### config.mk
export PLATFORM = sky130hd
export DESIGN_NAME = tri_rail_sequencer_fault_timer
export DESIGN_NICKNAME = d
export VERILOG_FILES = /design/src/core/ramp_timer.v /design/src/core/sync_2ff.v /design/src/core/tri_rail_sequencer_fault_timer.v
export VERILOG_INCLUDE_DIRS = /design/src /design/src/core
export SDC_FILE = /design/constraint.sdc
export NUM_CORES = 1
export LEC_CHECK = 0
export ABC_AREA = 1
export BUFFER_PORTS_ARGS = -buffer_cell sky130_fd_sc_hd__buf_2
export CORE_UTILIZATION = 40
export DETAILED_ROUTE_END_ITERATION = 10
export PLACE_DENSITY = 0.64
export SLEW_MARGIN = 20
export SYNTH_ARGS = -nofsm -noshare
export SYNTH_HDL_FRONTEND = slang
export SYNTH_SLANG_ARGS = --single-unit
### constraint.sdc
create_clock -name sys_clk -period 2.58 [get_ports sys_clk]
set_clock_uncertainty 0.2 [all_clocks]
set_input_delay 0.516 -clock sys_clk [delete_from_list [all_inputs] [get_ports sys_clk]]
set_output_delay 0.516 -clock sys_clk [all_outputs]
set_load 0.05 [all_outputs]
### src/core/sequencer_defs.vh
`ifndef SEQUENCER_DEFS_VH
`define SEQUENCER_DEFS_VH

// ****************************************
// Timing figures and derived cycle counts
// ****************************************
// System clock rate in kHz (40 MHz)
`define CLK_KHZ            40000
// Timing ramp period in ms, as set by a 10nF timing capacitor
`define RAMP_PERIOD_MS     6
// Cycles in one ramp period: 6 ms at 40 MHz, sized to the ramp counter
`define RAMP_CYCLES        24'h03A980
// Ready flag release delay in us
`define READY_DELAY_US     15
// Cycles in the ready flag delay: 15 us at 40 MHz is 600 cycles
`define READY_DELAY_CYCLES 12'h258

// ****************************************
// Ramp periods spent in startup
// ****************************************
// Three stages of one period each
`define STARTUP_PERIODS    3

// ****************************************
// Sequencer state codes
// ****************************************
`define ST_OFF             3'h0
`define ST_BOOST           3'h1
`define ST_NEG             3'h2
`define ST_POS             3'h3
`define ST_RUN             3'h4
`define ST_FAULT           3'h5
`define ST_LATCHED         3'h6

// ****************************************
// Counter widths and reset values
// ****************************************
`define RAMP_W             24
`define DELAY_W            12
`define STATE_RESET        3'h0
`define READY_N_RESET      1'h1

`endif

### src/core/ramp_timer.v
`timescale 1ns/1ps
`default_nettype none

`include "sequencer_defs.vh"

// Shared timing ramp: counts one ramp period while running, held at zero
// otherwise. Used for soft-start, settling and the fault timer alike.
module ramp_timer #(
    parameter [`RAMP_W-1:0] PERIOD = `RAMP_CYCLES
) (
    // Clock and reset
    input  wire               sys_clk,
    input  wire               rst,
    // Control
    input  wire               run,
    // Ramp state
    output wire [`RAMP_W-1:0] level,
    output wire               period_end
);

    reg [`RAMP_W-1:0] count_q;

    assign period_end = run && (count_q == PERIOD - 1'b1);
    assign level      = count_q;

    always @(posedge sys_clk) begin
        if (rst || !run || period_end) begin
            count_q <= {`RAMP_W{1'b0}};
        end else begin
            count_q <= count_q + 1'b1;
        end
    end

endmodule // ramp_timer

`default_nettype wire

### src/core/sync_2ff.v
`timescale 1ns/1ps
`default_nettype none

// Two-stage synchroniser for one asynchronous level
module sync_2ff (
    // Clock and reset
    input  wire sys_clk,
    input  wire rst,
    // Level
    input  wire din,
    output wire dout
);

    reg meta_q;
    reg sync_q;

    always @(posedge sys_clk) begin
        if (rst) begin
            meta_q <= 1'h0;
            sync_q <= 1'h0;
        end else begin
            meta_q <= din;
            sync_q <= meta_q;
        end
    end

    assign dout = sync_q;

endmodule // sync_2ff

`default_nettype wire

### src/core/tri_rail_sequencer_fault_timer.v
// Contract
// - Ready flag stays high in startup, goes low once done with all rails good
// - After startup, a rail under 80% raises ready after about 15 us
// - Each rail has its own comparator; any low starts timer, raises ready
// - Fault timer reuses the soft-start timing ramp, no separate timebase
// - Fault still present at end of one ramp period disables all outputs
// - After fault shutdown stay off until on/off cycles or power returns
// - Fault clearing before timer expiry drops ready low, no retained state
// - On/off high turns on; low disables every output at once
// - Start on on/off rising, or on/off high while supply leaves lockout
// - Outputs turn on boost first, then negative rail, then positive rail
// - Each output soft-starts over one timing ramp period
// - Each stage gets one ramp period to settle; negative rail tracks ramp
// - At startup end with all rails good, ramp held at ground, ready low
// - Rail still low at startup end keeps ready high, starts fault ramp
// - Supply lockout hysteresis is analog; block sees a clean good level

`timescale 1ns/1ps
`default_nettype none

`include "sequencer_defs.vh"

module tri_rail_sequencer_fault_timer #(
    parameter [`RAMP_W-1:0]  RAMP_CYCLES  = `RAMP_CYCLES,
    parameter [`DELAY_W-1:0] READY_CYCLES = `READY_DELAY_CYCLES
) (
    // Clock and reset
    input  wire               sys_clk,
    input  wire               rst,
    // Control pins
    input  wire               enable_pin,
    input  wire               supply_lockout_good,
    // Under-80% comparators, high while the rail is low
    input  wire               boost_feedback_low,
    input  wire               negative_rail_feedback_low,
    input  wire               positive_rail_feedback_low,
    // Rail enables
    output reg                boost_enable,
    output reg                negative_rail_enable,
    output reg                positive_rail_enable,
    // Soft-start strobes, high while the rail ramps
    output reg                boost_soft_start,
    output reg                negative_rail_soft_start,
    output reg                positive_rail_soft_start,
    // Status
    output reg                ready_n,
    output wire [`RAMP_W-1:0] timing_ramp
);

    // ****************************************
    // Input synchronisers
    // ****************************************
    wire en_s;
    wire uv_ok_s;
    wire fb1_low_s;
    wire fb2_low_s;
    wire fb3_low_s;

    sync_2ff u_sync_en (
        .sys_clk (sys_clk),
        .rst     (rst),
        .din     (enable_pin),
        .dout    (en_s)
    );

    sync_2ff u_sync_uv (
        .sys_clk (sys_clk),
        .rst     (rst),
        .din     (supply_lockout_good),
        .dout    (uv_ok_s)
    );

    sync_2ff u_sync_fb1 (
        .sys_clk (sys_clk),
        .rst     (rst),
        .din     (boost_feedback_low),
        .dout    (fb1_low_s)
    );

    sync_2ff u_sync_fb2 (
        .sys_clk (sys_clk),
        .rst     (rst),
        .din     (negative_rail_feedback_low),
        .dout    (fb2_low_s)
    );

    sync_2ff u_sync_fb3 (
        .sys_clk (sys_clk),
        .rst     (rst),
        .din     (positive_rail_feedback_low),
        .dout    (fb3_low_s)
    );

    // ****************************************
    // State and ramp
    // ****************************************
    reg  [2:0]          state_q;
    reg  [2:0]          state_d;
    reg                 on_q;
    reg  [`DELAY_W-1:0] delay_q;
    reg  [`DELAY_W-1:0] delay_d;
    wire                ramp_run;
    wire                ramp_end;
    wire                any_low;
    wire                on_now;
    wire                start_req;

    assign any_low = fb1_low_s | fb2_low_s | fb3_low_s;

    // Lockout hysteresis handled in the analog front end
    assign on_now = en_s & uv_ok_s;

    // Start on enable rise or lockout release
    assign start_req = on_now & ~on_q;

    // Ramp only runs in stages and fault timing, else at ground
    assign ramp_run = (state_q == `ST_BOOST) || (state_q == `ST_NEG) ||
                      (state_q == `ST_POS)   || (state_q == `ST_FAULT);

    // One ramp serves soft-start and fault timer
    ramp_timer #(
        .PERIOD (RAMP_CYCLES)
    ) u_ramp (
        .sys_clk    (sys_clk),
        .rst        (rst),
        .run        (ramp_run),
        .level      (timing_ramp),
        .period_end (ramp_end)
    );

    // ****************************************
    // Sequencer
    // ****************************************
    always @* begin
        state_d = state_q;
        // Off at once when on/off low or supply lost
        // Only a fresh on transition leaves shutdown
        if (!on_now) begin
            state_d = `ST_OFF;
        end else begin
            case (state_q)
                `ST_OFF: begin
                    if (start_req) begin
                        state_d = `ST_BOOST;
                    end
                end
                `ST_BOOST: begin
                    if (ramp_end) begin
                        state_d = `ST_NEG;
                    end
                end
                `ST_NEG: begin
                    if (ramp_end) begin
                        state_d = `ST_POS;
                    end
                end
                `ST_POS: begin
                    if (ramp_end) begin
                        // Low rail at end goes to fault timing
                        state_d = any_low ? `ST_FAULT : `ST_RUN;
                    end
                end
                `ST_RUN: begin
                    if (any_low) begin
                        state_d = `ST_FAULT;
                    end
                end
                `ST_FAULT: begin
                    if (!any_low) begin
                        state_d = `ST_RUN;
                    // Fault outlasts the period, shut down
                    end else if (ramp_end) begin
                        state_d = `ST_LATCHED;
                    end
                end
                `ST_LATCHED: begin
                    state_d = `ST_LATCHED;
                end
                default: begin
                    state_d = `ST_OFF;
                end
            endcase
        end
    end

    // Ready filter counter: counts while running with a fault
    always @* begin
        delay_d = {`DELAY_W{1'b0}};
        // Fault must persist for the whole filter count
        if ((state_q == `ST_FAULT) && any_low && (delay_q != READY_CYCLES)) begin
            delay_d = delay_q + 1'b1;
        end else if ((state_q == `ST_FAULT) && any_low) begin
            delay_d = delay_q;
        end
    end

    always @(posedge sys_clk) begin
        if (rst) begin
            state_q <= `STATE_RESET;
            on_q    <= 1'h0;
            delay_q <= {`DELAY_W{1'b0}};
        end else begin
            state_q <= state_d;
            on_q    <= on_now;
            delay_q <= delay_d;
        end
    end

    // ****************************************
    // Outputs
    // ****************************************
    // Startup-end fault entry never had ready low, so it stays high there
    reg was_running_q;

    always @(posedge sys_clk) begin
        if (rst) begin
            was_running_q <= 1'h0;
        end else if (state_q == `ST_RUN) begin
            was_running_q <= 1'h1;
        end else if (state_q != `ST_FAULT) begin
            was_running_q <= 1'h0;
        end
    end

    always @(posedge sys_clk) begin
        if (rst) begin
            boost_enable             <= 1'h0;
            negative_rail_enable     <= 1'h0;
            positive_rail_enable     <= 1'h0;
            boost_soft_start         <= 1'h0;
            negative_rail_soft_start <= 1'h0;
            positive_rail_soft_start <= 1'h0;
            ready_n                  <= `READY_N_RESET;
        end else begin
            // Each enable stays on from its own stage onward
            boost_enable         <= (state_d != `ST_OFF) &&
                                    (state_d != `ST_LATCHED);
            negative_rail_enable <= (state_d == `ST_NEG) ||
                                    (state_d == `ST_POS) ||
                                    (state_d == `ST_RUN) ||
                                    (state_d == `ST_FAULT);
            positive_rail_enable <= (state_d == `ST_POS) ||
                                    (state_d == `ST_RUN) ||
                                    (state_d == `ST_FAULT);
            // Soft-start strobe spans its ramp period
            boost_soft_start         <= (state_d == `ST_BOOST);
            negative_rail_soft_start <= (state_d == `ST_NEG);
            positive_rail_soft_start <= (state_d == `ST_POS);
            if (state_d == `ST_RUN) begin
                ready_n <= 1'h0;
            end else if ((state_d == `ST_FAULT) && was_running_q &&
                         (delay_q != READY_CYCLES)) begin
                ready_n <= 1'h0;
            end else begin
                ready_n <= 1'h1;
            end
        end
    end

endmodule // tri_rail_sequencer_fault_timer

`default_nettype wire

Word level (Yosys, flattened, before mapping)
Index checks and enable logic that the tools add are counted.

Output and inout port bits: 31. Input bits: 7. Register bits: 58.

Multiplexer cells: 16. Add/subtract/negate cells: 2. Reductions and logical operators: 20. Bitwise gates (word level): 5. Equality and inequality tests: 16.

Operator list (count): adder 24 x 1 -> 24 bit (second input constant) (1); equality test 24 x 18 -> 1 bit (second input constant) (1); 2-to-1 mux 12 bit (2); 2-to-1 mux 3 bit (8); case mux 3 bit (7 select lines) (1); equality test 3 bit (second input constant) (5); adder 12 x 1 -> 12 bit (second input constant) (1); equality test 3 x 2 -> 1 bit (second input constant) (4); != test 12 x 10 -> 1 bit (second input constant) (1); logical OR 1 bit (10); equality test 3 x 1 -> 1 bit (second input constant) (2); logical AND 1 bit (6); != test 3 bit (second input constant) (2); 2-to-1 mux 1 bit (5); logical NOT 3 bit (1); nonzero test 3 bit (1); AND 1 bit (2); != test 2 x 1 -> 1 bit (second input constant) (1); bitwise OR 1 bit (2); nonzero test 2 bit (1); logical NOT 1 bit (1); NOT 1 bit (1).

Longest topological paths before layout
Gate-level depths: netlist of run 1.

Depth after elaboration: 14. Mapped depth: 12. Depth with buffers taken out: 12.

Cells and area by module
From an unflattened synthesis of run 1, not the netlist that was laid out.

Cell total of the unflattened synthesis: 393. Area, all modules: 2776.4 um2.

By module, submodules not included: ramp_timer (seq. area each 480.5 um2, cells an instance 196, times used 1, area an instance 1365.1 um2); tri_rail_sequencer_fault_timer (seq. area each 480.5 um2, cells an instance 167, times used 1, area an instance 1136.1 um2); sync_2ff (seq. area each 40.0 um2, cells an instance 6, times used 5, area an instance 55.1 um2).

Worst setup path before layout of run 1
OpenSTA, ideal clock, no wires.

Kind: register to register. Start point: register u_ramp.count_q[0], in the netlist u_ramp.level[0]. End point: register u_ramp.count_q[20], in the netlist u_ramp.level[20]. Buffers on the path: 0. Setup slack: 0.376 ns. Data arrival time: 1.890 ns. Stages on the path, launching flop included: 11. Required time: 2.266 ns. Cells stage by stage: dfxtp_1 > ha_1 > nand3_2 > inv_2 > nand2_2 > nor2_4 > nand3_2 > nor3_4 > nand3_2 > o21bai_1 > nor2_1.

Word-level cells in the longest chain between the ends: 3. Elaborated cells between the ends (all ways): 4.

RTL lines: start, declared (RTL line ramp_timer.v:21) `` reg [`RAMP_W-1:0] count_q; ``; start signal, assigned (RTL line ramp_timer.v:28) `` count_q <= {`RAMP_W{1'b0}}; ``; start signal, assigned (RTL line ramp_timer.v:30) `count_q <= count_q + 1'b1;`; parallel branches: the longest is 3 deep, another holds adder 24 x 1 -> 24 bit.

Parallel ways; which one is timed is not known. A chain may end at the register's enable or synchronous reset.

Worst setup path after layout of run 1
Start point: register u_ramp.count_q[0], in the netlist u_ramp.level[0]. End point: register u_ramp.count_q[19], in the netlist u_ramp.level[19].

Same word-level chain as after synthesis.

==> metrics.yaml, run 1 <==
placed_design:
  dp.cells: 479
  hpwl_mm: 3.87
  port_buffers: 37
  place_area_mm2: 0.00302
  place_congestion: 0.792
  place_ws_ns: 0.500
final_layout:
  area_growth_pct: 15.6
  nets: 423
  fill_cells: 646
  final_cell_count_no_fill: 495
  ff_latch_area_mm2: 0.00116
  drive_above_1_share: 0.220
  diodes: 0
  largest_reg_flops: 24
  finalInstanceArea_mm2: 0.00320
  multi_input_area_mm2: 0.00133
  post-route-util: 0.492
job:
  cap_violations: 0
power_and_ir_drop:
  p_leak_nw: 1.32
  vdd_ir_drop_max_mv: 0.249
  power_mw: 1.67
  power_density_mw_per_mm2: 523
global_routing:
  grt-ovfl-total: 0
  grt_start_max_net_pins: 25
  antenna_found_initial: 0
  track_usage: 0.161
  grt_pass1_wl_mm: 9.09
  grt_pass1_vias: 2090
setup_path:
  slowest_stage: "nand3_2"
  crit_top_cell: "nand3_2"
  worstSetupPathType: "flop to flop"
  crit_arrival_ns: 2.11
  critPathLaunchType: "flop"
  cpPeakStageDelay_ns: 0.42
  cp.required_ns: 2.66
  end_kind: "flop"
  path_cells: "ha_1, nand3_2, nor2_2, nand3_4, nand3_2, a31oi_1, o21a_1"
  cp_max_fo: 24
  reg2reg_depth: 7
timing:
  post-route-period-util: 0.789
  fin_ws_ns: 0.544
  hold_viol: 0
  fmax_ghz: 0.491
  relSlewSlack: 0.656
  rsz0062_at_grt: "false"
  period_minus_slack_ns: 2.04
  tns_ns: 0
  drv_slew: 0
  worstMarginPinSlew_ns: 0.516
  hold_slack_ns: 0.185
  setup_viol: 0
logic_synthesis:
  synthTopCellsByCount: "nor2_1 (61), dfxtp_1 (58), nand2_1 (58)"
  ys_types: 39
  syn_inst: 370
  synth_edf_count: 0
  yosys_warnings: 0
  synth_top_area_cell: "dfxtp_1"
  yosys_register_bits: 58
  async_reset_ff_frac: 0
  synth_top_area_share: 0.420
  synth_nets: 380
  yosys_most_used_dff: "dfxtp_1"
  synth.top_cells.by_area: "dfxtp_1 (42%), nor2_1 (8.3%), nand2_1 (7.9%)"
  ys_seq_area_frac: 0.420
  netlist_area_mm2: 0.00277
  synth.most_common_cell: "nor2_1"
  syn_avg_cell_area_um2: 7.47
floorplanning:
  core-area_mm2: 0.00649
  rows: 29
  start_util: 0.426
  die_w_um: 85.1
  io_pins: 38
  die_h_um: 85.1
  dieArea_mm2: 0.00725
clocking:
  cts_tree: "done"
  cts_buffers: 9
  clk_latency_ns: 0.33
  post_cts_buffers: 0
  ctsHoldBuffers: 0
  cts.sinks: 58
  cts-resized-gates: 0
  ctsHtreeMaxLevel: 3
  clockRootBuffer: "clkbuf_8"
  clockBufferDepth: 2
  cts.clk_slew.worst_paths_ns: 0.07
detailed_routing:
  routed_wl_mm: 5.27
  vias_per_cell: 4.73
  drtPass1Iterations: 4
  drc: 0
  drt_iter0_drc: 121
  wire_per_inst_um: 10.6
  ant_nets: 0
  vias: 2343
outcome:
  run_status: "finished clean"
worst_hold_path:
  hold_depth: 3
  holdCritPathClass: "input port to flop"
## layer usage
metal | routed length (um) | share of wire | global-route usage
met3 | 220 | 0.042 | 0.0457
met5 | 0 | 0 | 0
met4 | 84 | 0.016 | 0.0786
met2 | 2210 | 0.42 | 0.237
met1 | 2760 | 0.52 | 0.216
## cells by family (layout without fill, tap and decap cells)
logic type | after synthesis | count (layout) | synth area share
AND/OR/NAND/NOR | 195 | 195 | 0.359
buffers and inverters | 69 | 117 | 0.0977
flip-flops | 58 | 58 | 0.420
AO/OA/AOI/OAI | 38 | 38 | 0.0878
XOR/XNOR | 7 | 7 | 0.0222
adder cells (fa/ha/maj) | 3 | 3 | 0.0136
## layout make-up
cell class,instances,area share
multi-input combinational,243,0.417
sequential,58,0.363
inverter,64,0.0751
timing repair buffer,37,0.0579
clock buffer,10,0.0431
tap,77,0.0301
clock inverter,6,0.0133
## report_power, final
| part | total (mW) | leakage [nW] | switching, mW | internal, mW |
|---|---|---|---|---|
| Combinational | 0.0197 | 0.774 | 0.0124 | 0.00728 |
| Sequential | 0.904 | 0.469 | 0.00162 | 0.902 |
| Clock | 0.747 | 0.0765 | 0.376 | 0.371 |
| Total | 1.67 | 1.32 | 0.390 | 1.28 |
## placed cells by master, fill, tap and decap left out, drive strengths merged, types with 2 or more instances in the layout
| cell type | count |
|---|---|
| nor2 | 70 |
| nand2 | 67 |
| inv | 61 |
| dfxtp | 58 |
| buf | 37 |
| nor3 | 22 |
| nand3 | 21 |
| a21oi | 19 |
| clkbuf | 10 |
| o21ai | 8 |
| xnor2 | 5 |
| nand4 | 5 |
| clkinvlp | 5 |
| o21bai | 4 |
| clkinv | 4 |
| nor4 | 3 |
| o21a | 3 |
| ha | 3 |
| or2 | 3 |
| nor3b | 3 |
| a31oi | 2 |
| xor2 | 2 |
## worst max-delay path, delay by kind of cell (launching register included)
family | cells | cell delay, ns
DFF | 1 | 0.34
adders and majority gates | 1 | 0.24
AOI/OAI and AO/OA | 2 | 0.45
and+or+nand+nor | 4 | 0.75
## worst paths after layout
path / start / endpoint / slack [ns]
worst min-delay path: supply_lockout_good / u_sync_uv.meta_q / 0.19
worst max-delay path: u_ramp.level[0] / u_ramp.level[19] / 0.54
worst min register to register: u_sync_fb2.meta_q / u_sync_fb2.dout / 0.20
worst max register to register: u_ramp.level[0] / u_ramp.level[19] / 0.54
(Power assumes the default switching activity.)
==> run 2, diff against run 1 <==
Settings changed: ABC_AREA 1 to 0.
Clock period 2.58 ns to 2 ns, I/O delays scaled along.
==> run 2 against run 1 <==
The flow now finishes with violations (setup timing). Clock power rose by 34%. Area after synthesis decreased by 9.5%. Utilization increased by 2.2 points. Register-to-register slack worse by 0.57 ns. Largest power group unchanged. Worst hold slack lost 0.11 ns. Sequential power grew 28%.
==> metrics.yaml, run 2 <==
floorplanning:
  die_h_um: 81.1  # was 85.1 um
  io_pins: 38  # unchanged
  start_util: 0.418  # was 0.426
  die_w_um: 81.1  # was 85.1 um
  dieArea_mm2: 0.00658  # was 0.00725 mm^2
  rows: 28  # was 29
  core-area_mm2: 0.00599  # was 0.00649 mm^2
timing:
  rsz0062_at_grt: "true"  # was false
  drv_slew: 0  # unchanged
  setup_viol: 1  # was 0
  hold_viol: 0  # unchanged
  period_minus_slack_ns: 2.02  # was 2.04 ns
  worstMarginPinSlew_ns: 0.479  # was 0.516 ns
  hold_slack_ns: 0.0771  # was 0.185 ns
  fin_ws_ns: -0.0235  # was 0.544 ns
  relSlewSlack: 0.680  # was 0.656
  post-route-period-util: 1.01  # was 0.789
  fmax_ghz: 0.494  # was 0.491 GHz
clocking:
  clockRootBuffer: "clkbuf_8"  # unchanged
  cts.sinks: 58  # unchanged
  cts_tree: "done"  # unchanged
  clockBufferDepth: 2  # unchanged
  cts_buffers: 9  # unchanged
  clk_latency_ns: 0.33  # about the same
  post_cts_buffers: 0  # unchanged
  cts.clk_slew.worst_paths_ns: 0.06  # was 0.07 ns
  ctsHtreeMaxLevel: 3  # unchanged
logic_synthesis:
  syn_avg_cell_area_um2: 8.91  # was 7.47 um^2
  yosys_register_bits: 58  # unchanged
  synth_edf_count: 0  # unchanged
  syn_inst: 281  # was 370
  ys_types: 43  # was 39
  synthAdderAreaFrac: 0.0150  # was 0.0136
  synth.most_common_cell: "dfxtp_1"  # was nor2_1
  async_reset_ff_frac: 0  # unchanged
  synthTopCellsByCount: "dfxtp_1 (58), nor2_1 (43), nand2_1 (20)"  # was nor2_1 (61), dfxtp_1 (58), nand2_1 (58)
  ys_seq_area_frac: 0.464  # was 0.420
  synth-xor-area-share: 0.112  # was 0.0222
  synth_top_area_cell: "dfxtp_1"  # unchanged
  synth_top_family_by_area: "simple AND/OR/NAND/NOR gates"  # unchanged
  synth.top_cells.by_area: "dfxtp_1 (46%), xnor2_1 (6.6%), nor2_1 (6.4%)"  # was dfxtp_1 (42%), nor2_1 (8.3%), nand2_1 (7.9%)
  synth_nets: 291  # was 380
  synth_compound_area_frac: 0.0515  # was 0.0878
  synth_top_area_share: 0.464  # was 0.420
  netlist_area_mm2: 0.00250  # was 0.00277 mm^2
  synthMuxAreaShare: 0.00400  # was 0
  yosys_warnings: 0  # unchanged
  yosys_most_used_dff: "dfxtp_1"  # unchanged
  synthSimpleGateAreaFrac: 0.325  # was 0.359
detailed_routing:
  drc: 0  # unchanged
  ant_nets: 0  # unchanged
  wire_per_inst_um: 12.1  # was 10.6 um
  vias_per_cell: 5.00  # was 4.73
  drtPass1Iterations: 5  # was 4
  vias: 2068  # was 2343
  drt_iter0_drc: 77  # was 121
  routed_wl_mm: 5.02  # was 5.27 mm
setup_path:
  slowest_stage: "or4b_4"  # was nand3_2
  cpPeakStageDelay_ns: 0.55  # was 0.42 ns
  critPathLaunchType: "flop"  # unchanged
  cp_max_fo: 5  # was 24
  reg2reg_slack_ns: -0.02  # was 0.54 ns
  path_cells: "or4b_4, nor4_4, nand3_1, o211ai_1, nor4b_4"  # was ha_1, nand3_2, nor2_2, nand3_4, nand3_2, a31oi_1, o21a_1
  end_kind: "flop"  # unchanged
  crit_arrival_ns: 2.06  # was 2.11 ns
  worstSetupPathType: "flop to flop"  # unchanged
  cp.required_ns: 2.04  # was 2.66 ns
final_layout:
  multi_input_area_mm2: 0.00127  # was 0.00133 mm^2
  nets: 344  # was 423
  largest_reg_flops: 24  # unchanged
  area_growth_pct: 23.1  # was 15.6%
  fill_cells: 560  # was 646
  ff_latch_area_mm2: 0.00119  # was 0.00116 mm^2
  drive_above_1_share: 0.271  # was 0.220
  layout_common_cells: "nor2_1 (43), dfxtp_1 (42), buf_2 (37)"  # was nor2_1 (61), nand2_1 (58), dfxtp_1 (58)
  mostFrequentLayoutCell: "nor2_1"  # unchanged
  post-route-util: 0.514  # was 0.492
  diodes: 0  # unchanged
outcome:
  failed_checks: "setup timing"
  run_status: "finished with violations"  # was finished clean
global_routing:
  grt_pass1_wl_mm: 8.24  # was 9.09 mm
  antenna_found_initial: 0  # unchanged
  grt-ovfl-total: 0  # unchanged
  grt_start_max_net_pins: 24  # was 25
  grt_pass1_vias: 1805  # was 2090
  track_usage: 0.168  # was 0.161
worst_hold_path:
  holdCritPathClass: "input port to flop"  # unchanged
placed_design:
  place_congestion: 0.810  # was 0.792
  place_ws_ns: -0.0207  # was 0.500 ns
  hpwl_mm: 3.58  # was 3.87 mm
  port_buffers: 37  # unchanged
power_and_ir_drop:
  power_density_mw_per_mm2: 709  # was 523 mW/mm^2
  p_leak_nw: 1.15  # was 1.32 nW
  vdd_ir_drop_max_mv: 0.459  # was 0.249 mV
  power_mw: 2.19  # was 1.67 mW
job:
  cap_violations: 0  # unchanged
run 2: worst paths after layout:
kind,startpoint,endpoint,depth (start not counted)
setup / recovery,u_ramp.level[7],negative_rail_soft_start,5
hold / removal,supply_lockout_good,u_sync_uv.meta_q,2
setup reg to reg,u_ramp.level[7],negative_rail_soft_start,5
hold reg to reg,u_sync_fb2.meta_q,u_sync_fb2.dout,1
run 2: cells by family after synthesis:
group / Yosys count
adder cells (fa/ha/maj): 3
buffers and inverters: 18
flip-flops: 58
AND/OR/NAND/NOR: 150
multiplexers: 1
XOR/XNOR: 32
AO/OA/AOI/OAI: 19
run 2: area by class of cell:
cell class                      instances  share of cell area
Multi-Input combinational cell        205               0.414
Sequential cell                        58               0.386
Timing Repair Buffer                   52               0.101
Clock buffer                            9              0.0402
Tap cell                               75              0.0305
Clock inverter                          7              0.0195
Inverter                                8             0.00974
run 2: layer usage:
layer  GRT usage  vias to the layer above  wire length, um
met4      0.0750                        0               60
met5           0                        -                0
met3      0.0652                        5              271
li1            -                     1063                -
met1       0.200                      954             2340
met2       0.266                       46             2350
run 2: timing repair:
item,CTS,global route
hold buffers,0,0
pin swaps,0,1
setup endpoints to repair,1,2
resized for setup,0,1
cloned,0,0
run 2: report_power, final:
group / internal [mW] / switching, mW / total [mW]
clock network: 0.559 / 0.441 / 1.00
registers: 1.16 / 0.00200 / 1.16
logic: 0.0129 / 0.0111 / 0.0240
run 2: worst max-delay path, delay by kind of cell (launching register included):
family	cells	cell delay [ns]
AOI/OAI and AO/OA	1	0.20
DFF	1	0.32
and+or+nand+nor	4	1.21
run 2: per-stage QoR:
step | setup TNS (ns) | std cells | cell area [um^2]
2_1_floorplan | -0.0374 | 281 | 2530
4_1_cts | -0.0404 | 414 | 3080
5_1_grt | -0.0838 | 414 | 3080
3_5_place_dp | -0.0207 | 398 | 2890
6_report | -0.0235 | 414 | 3080
3_3_place_gp | 0 | 398 | 2890
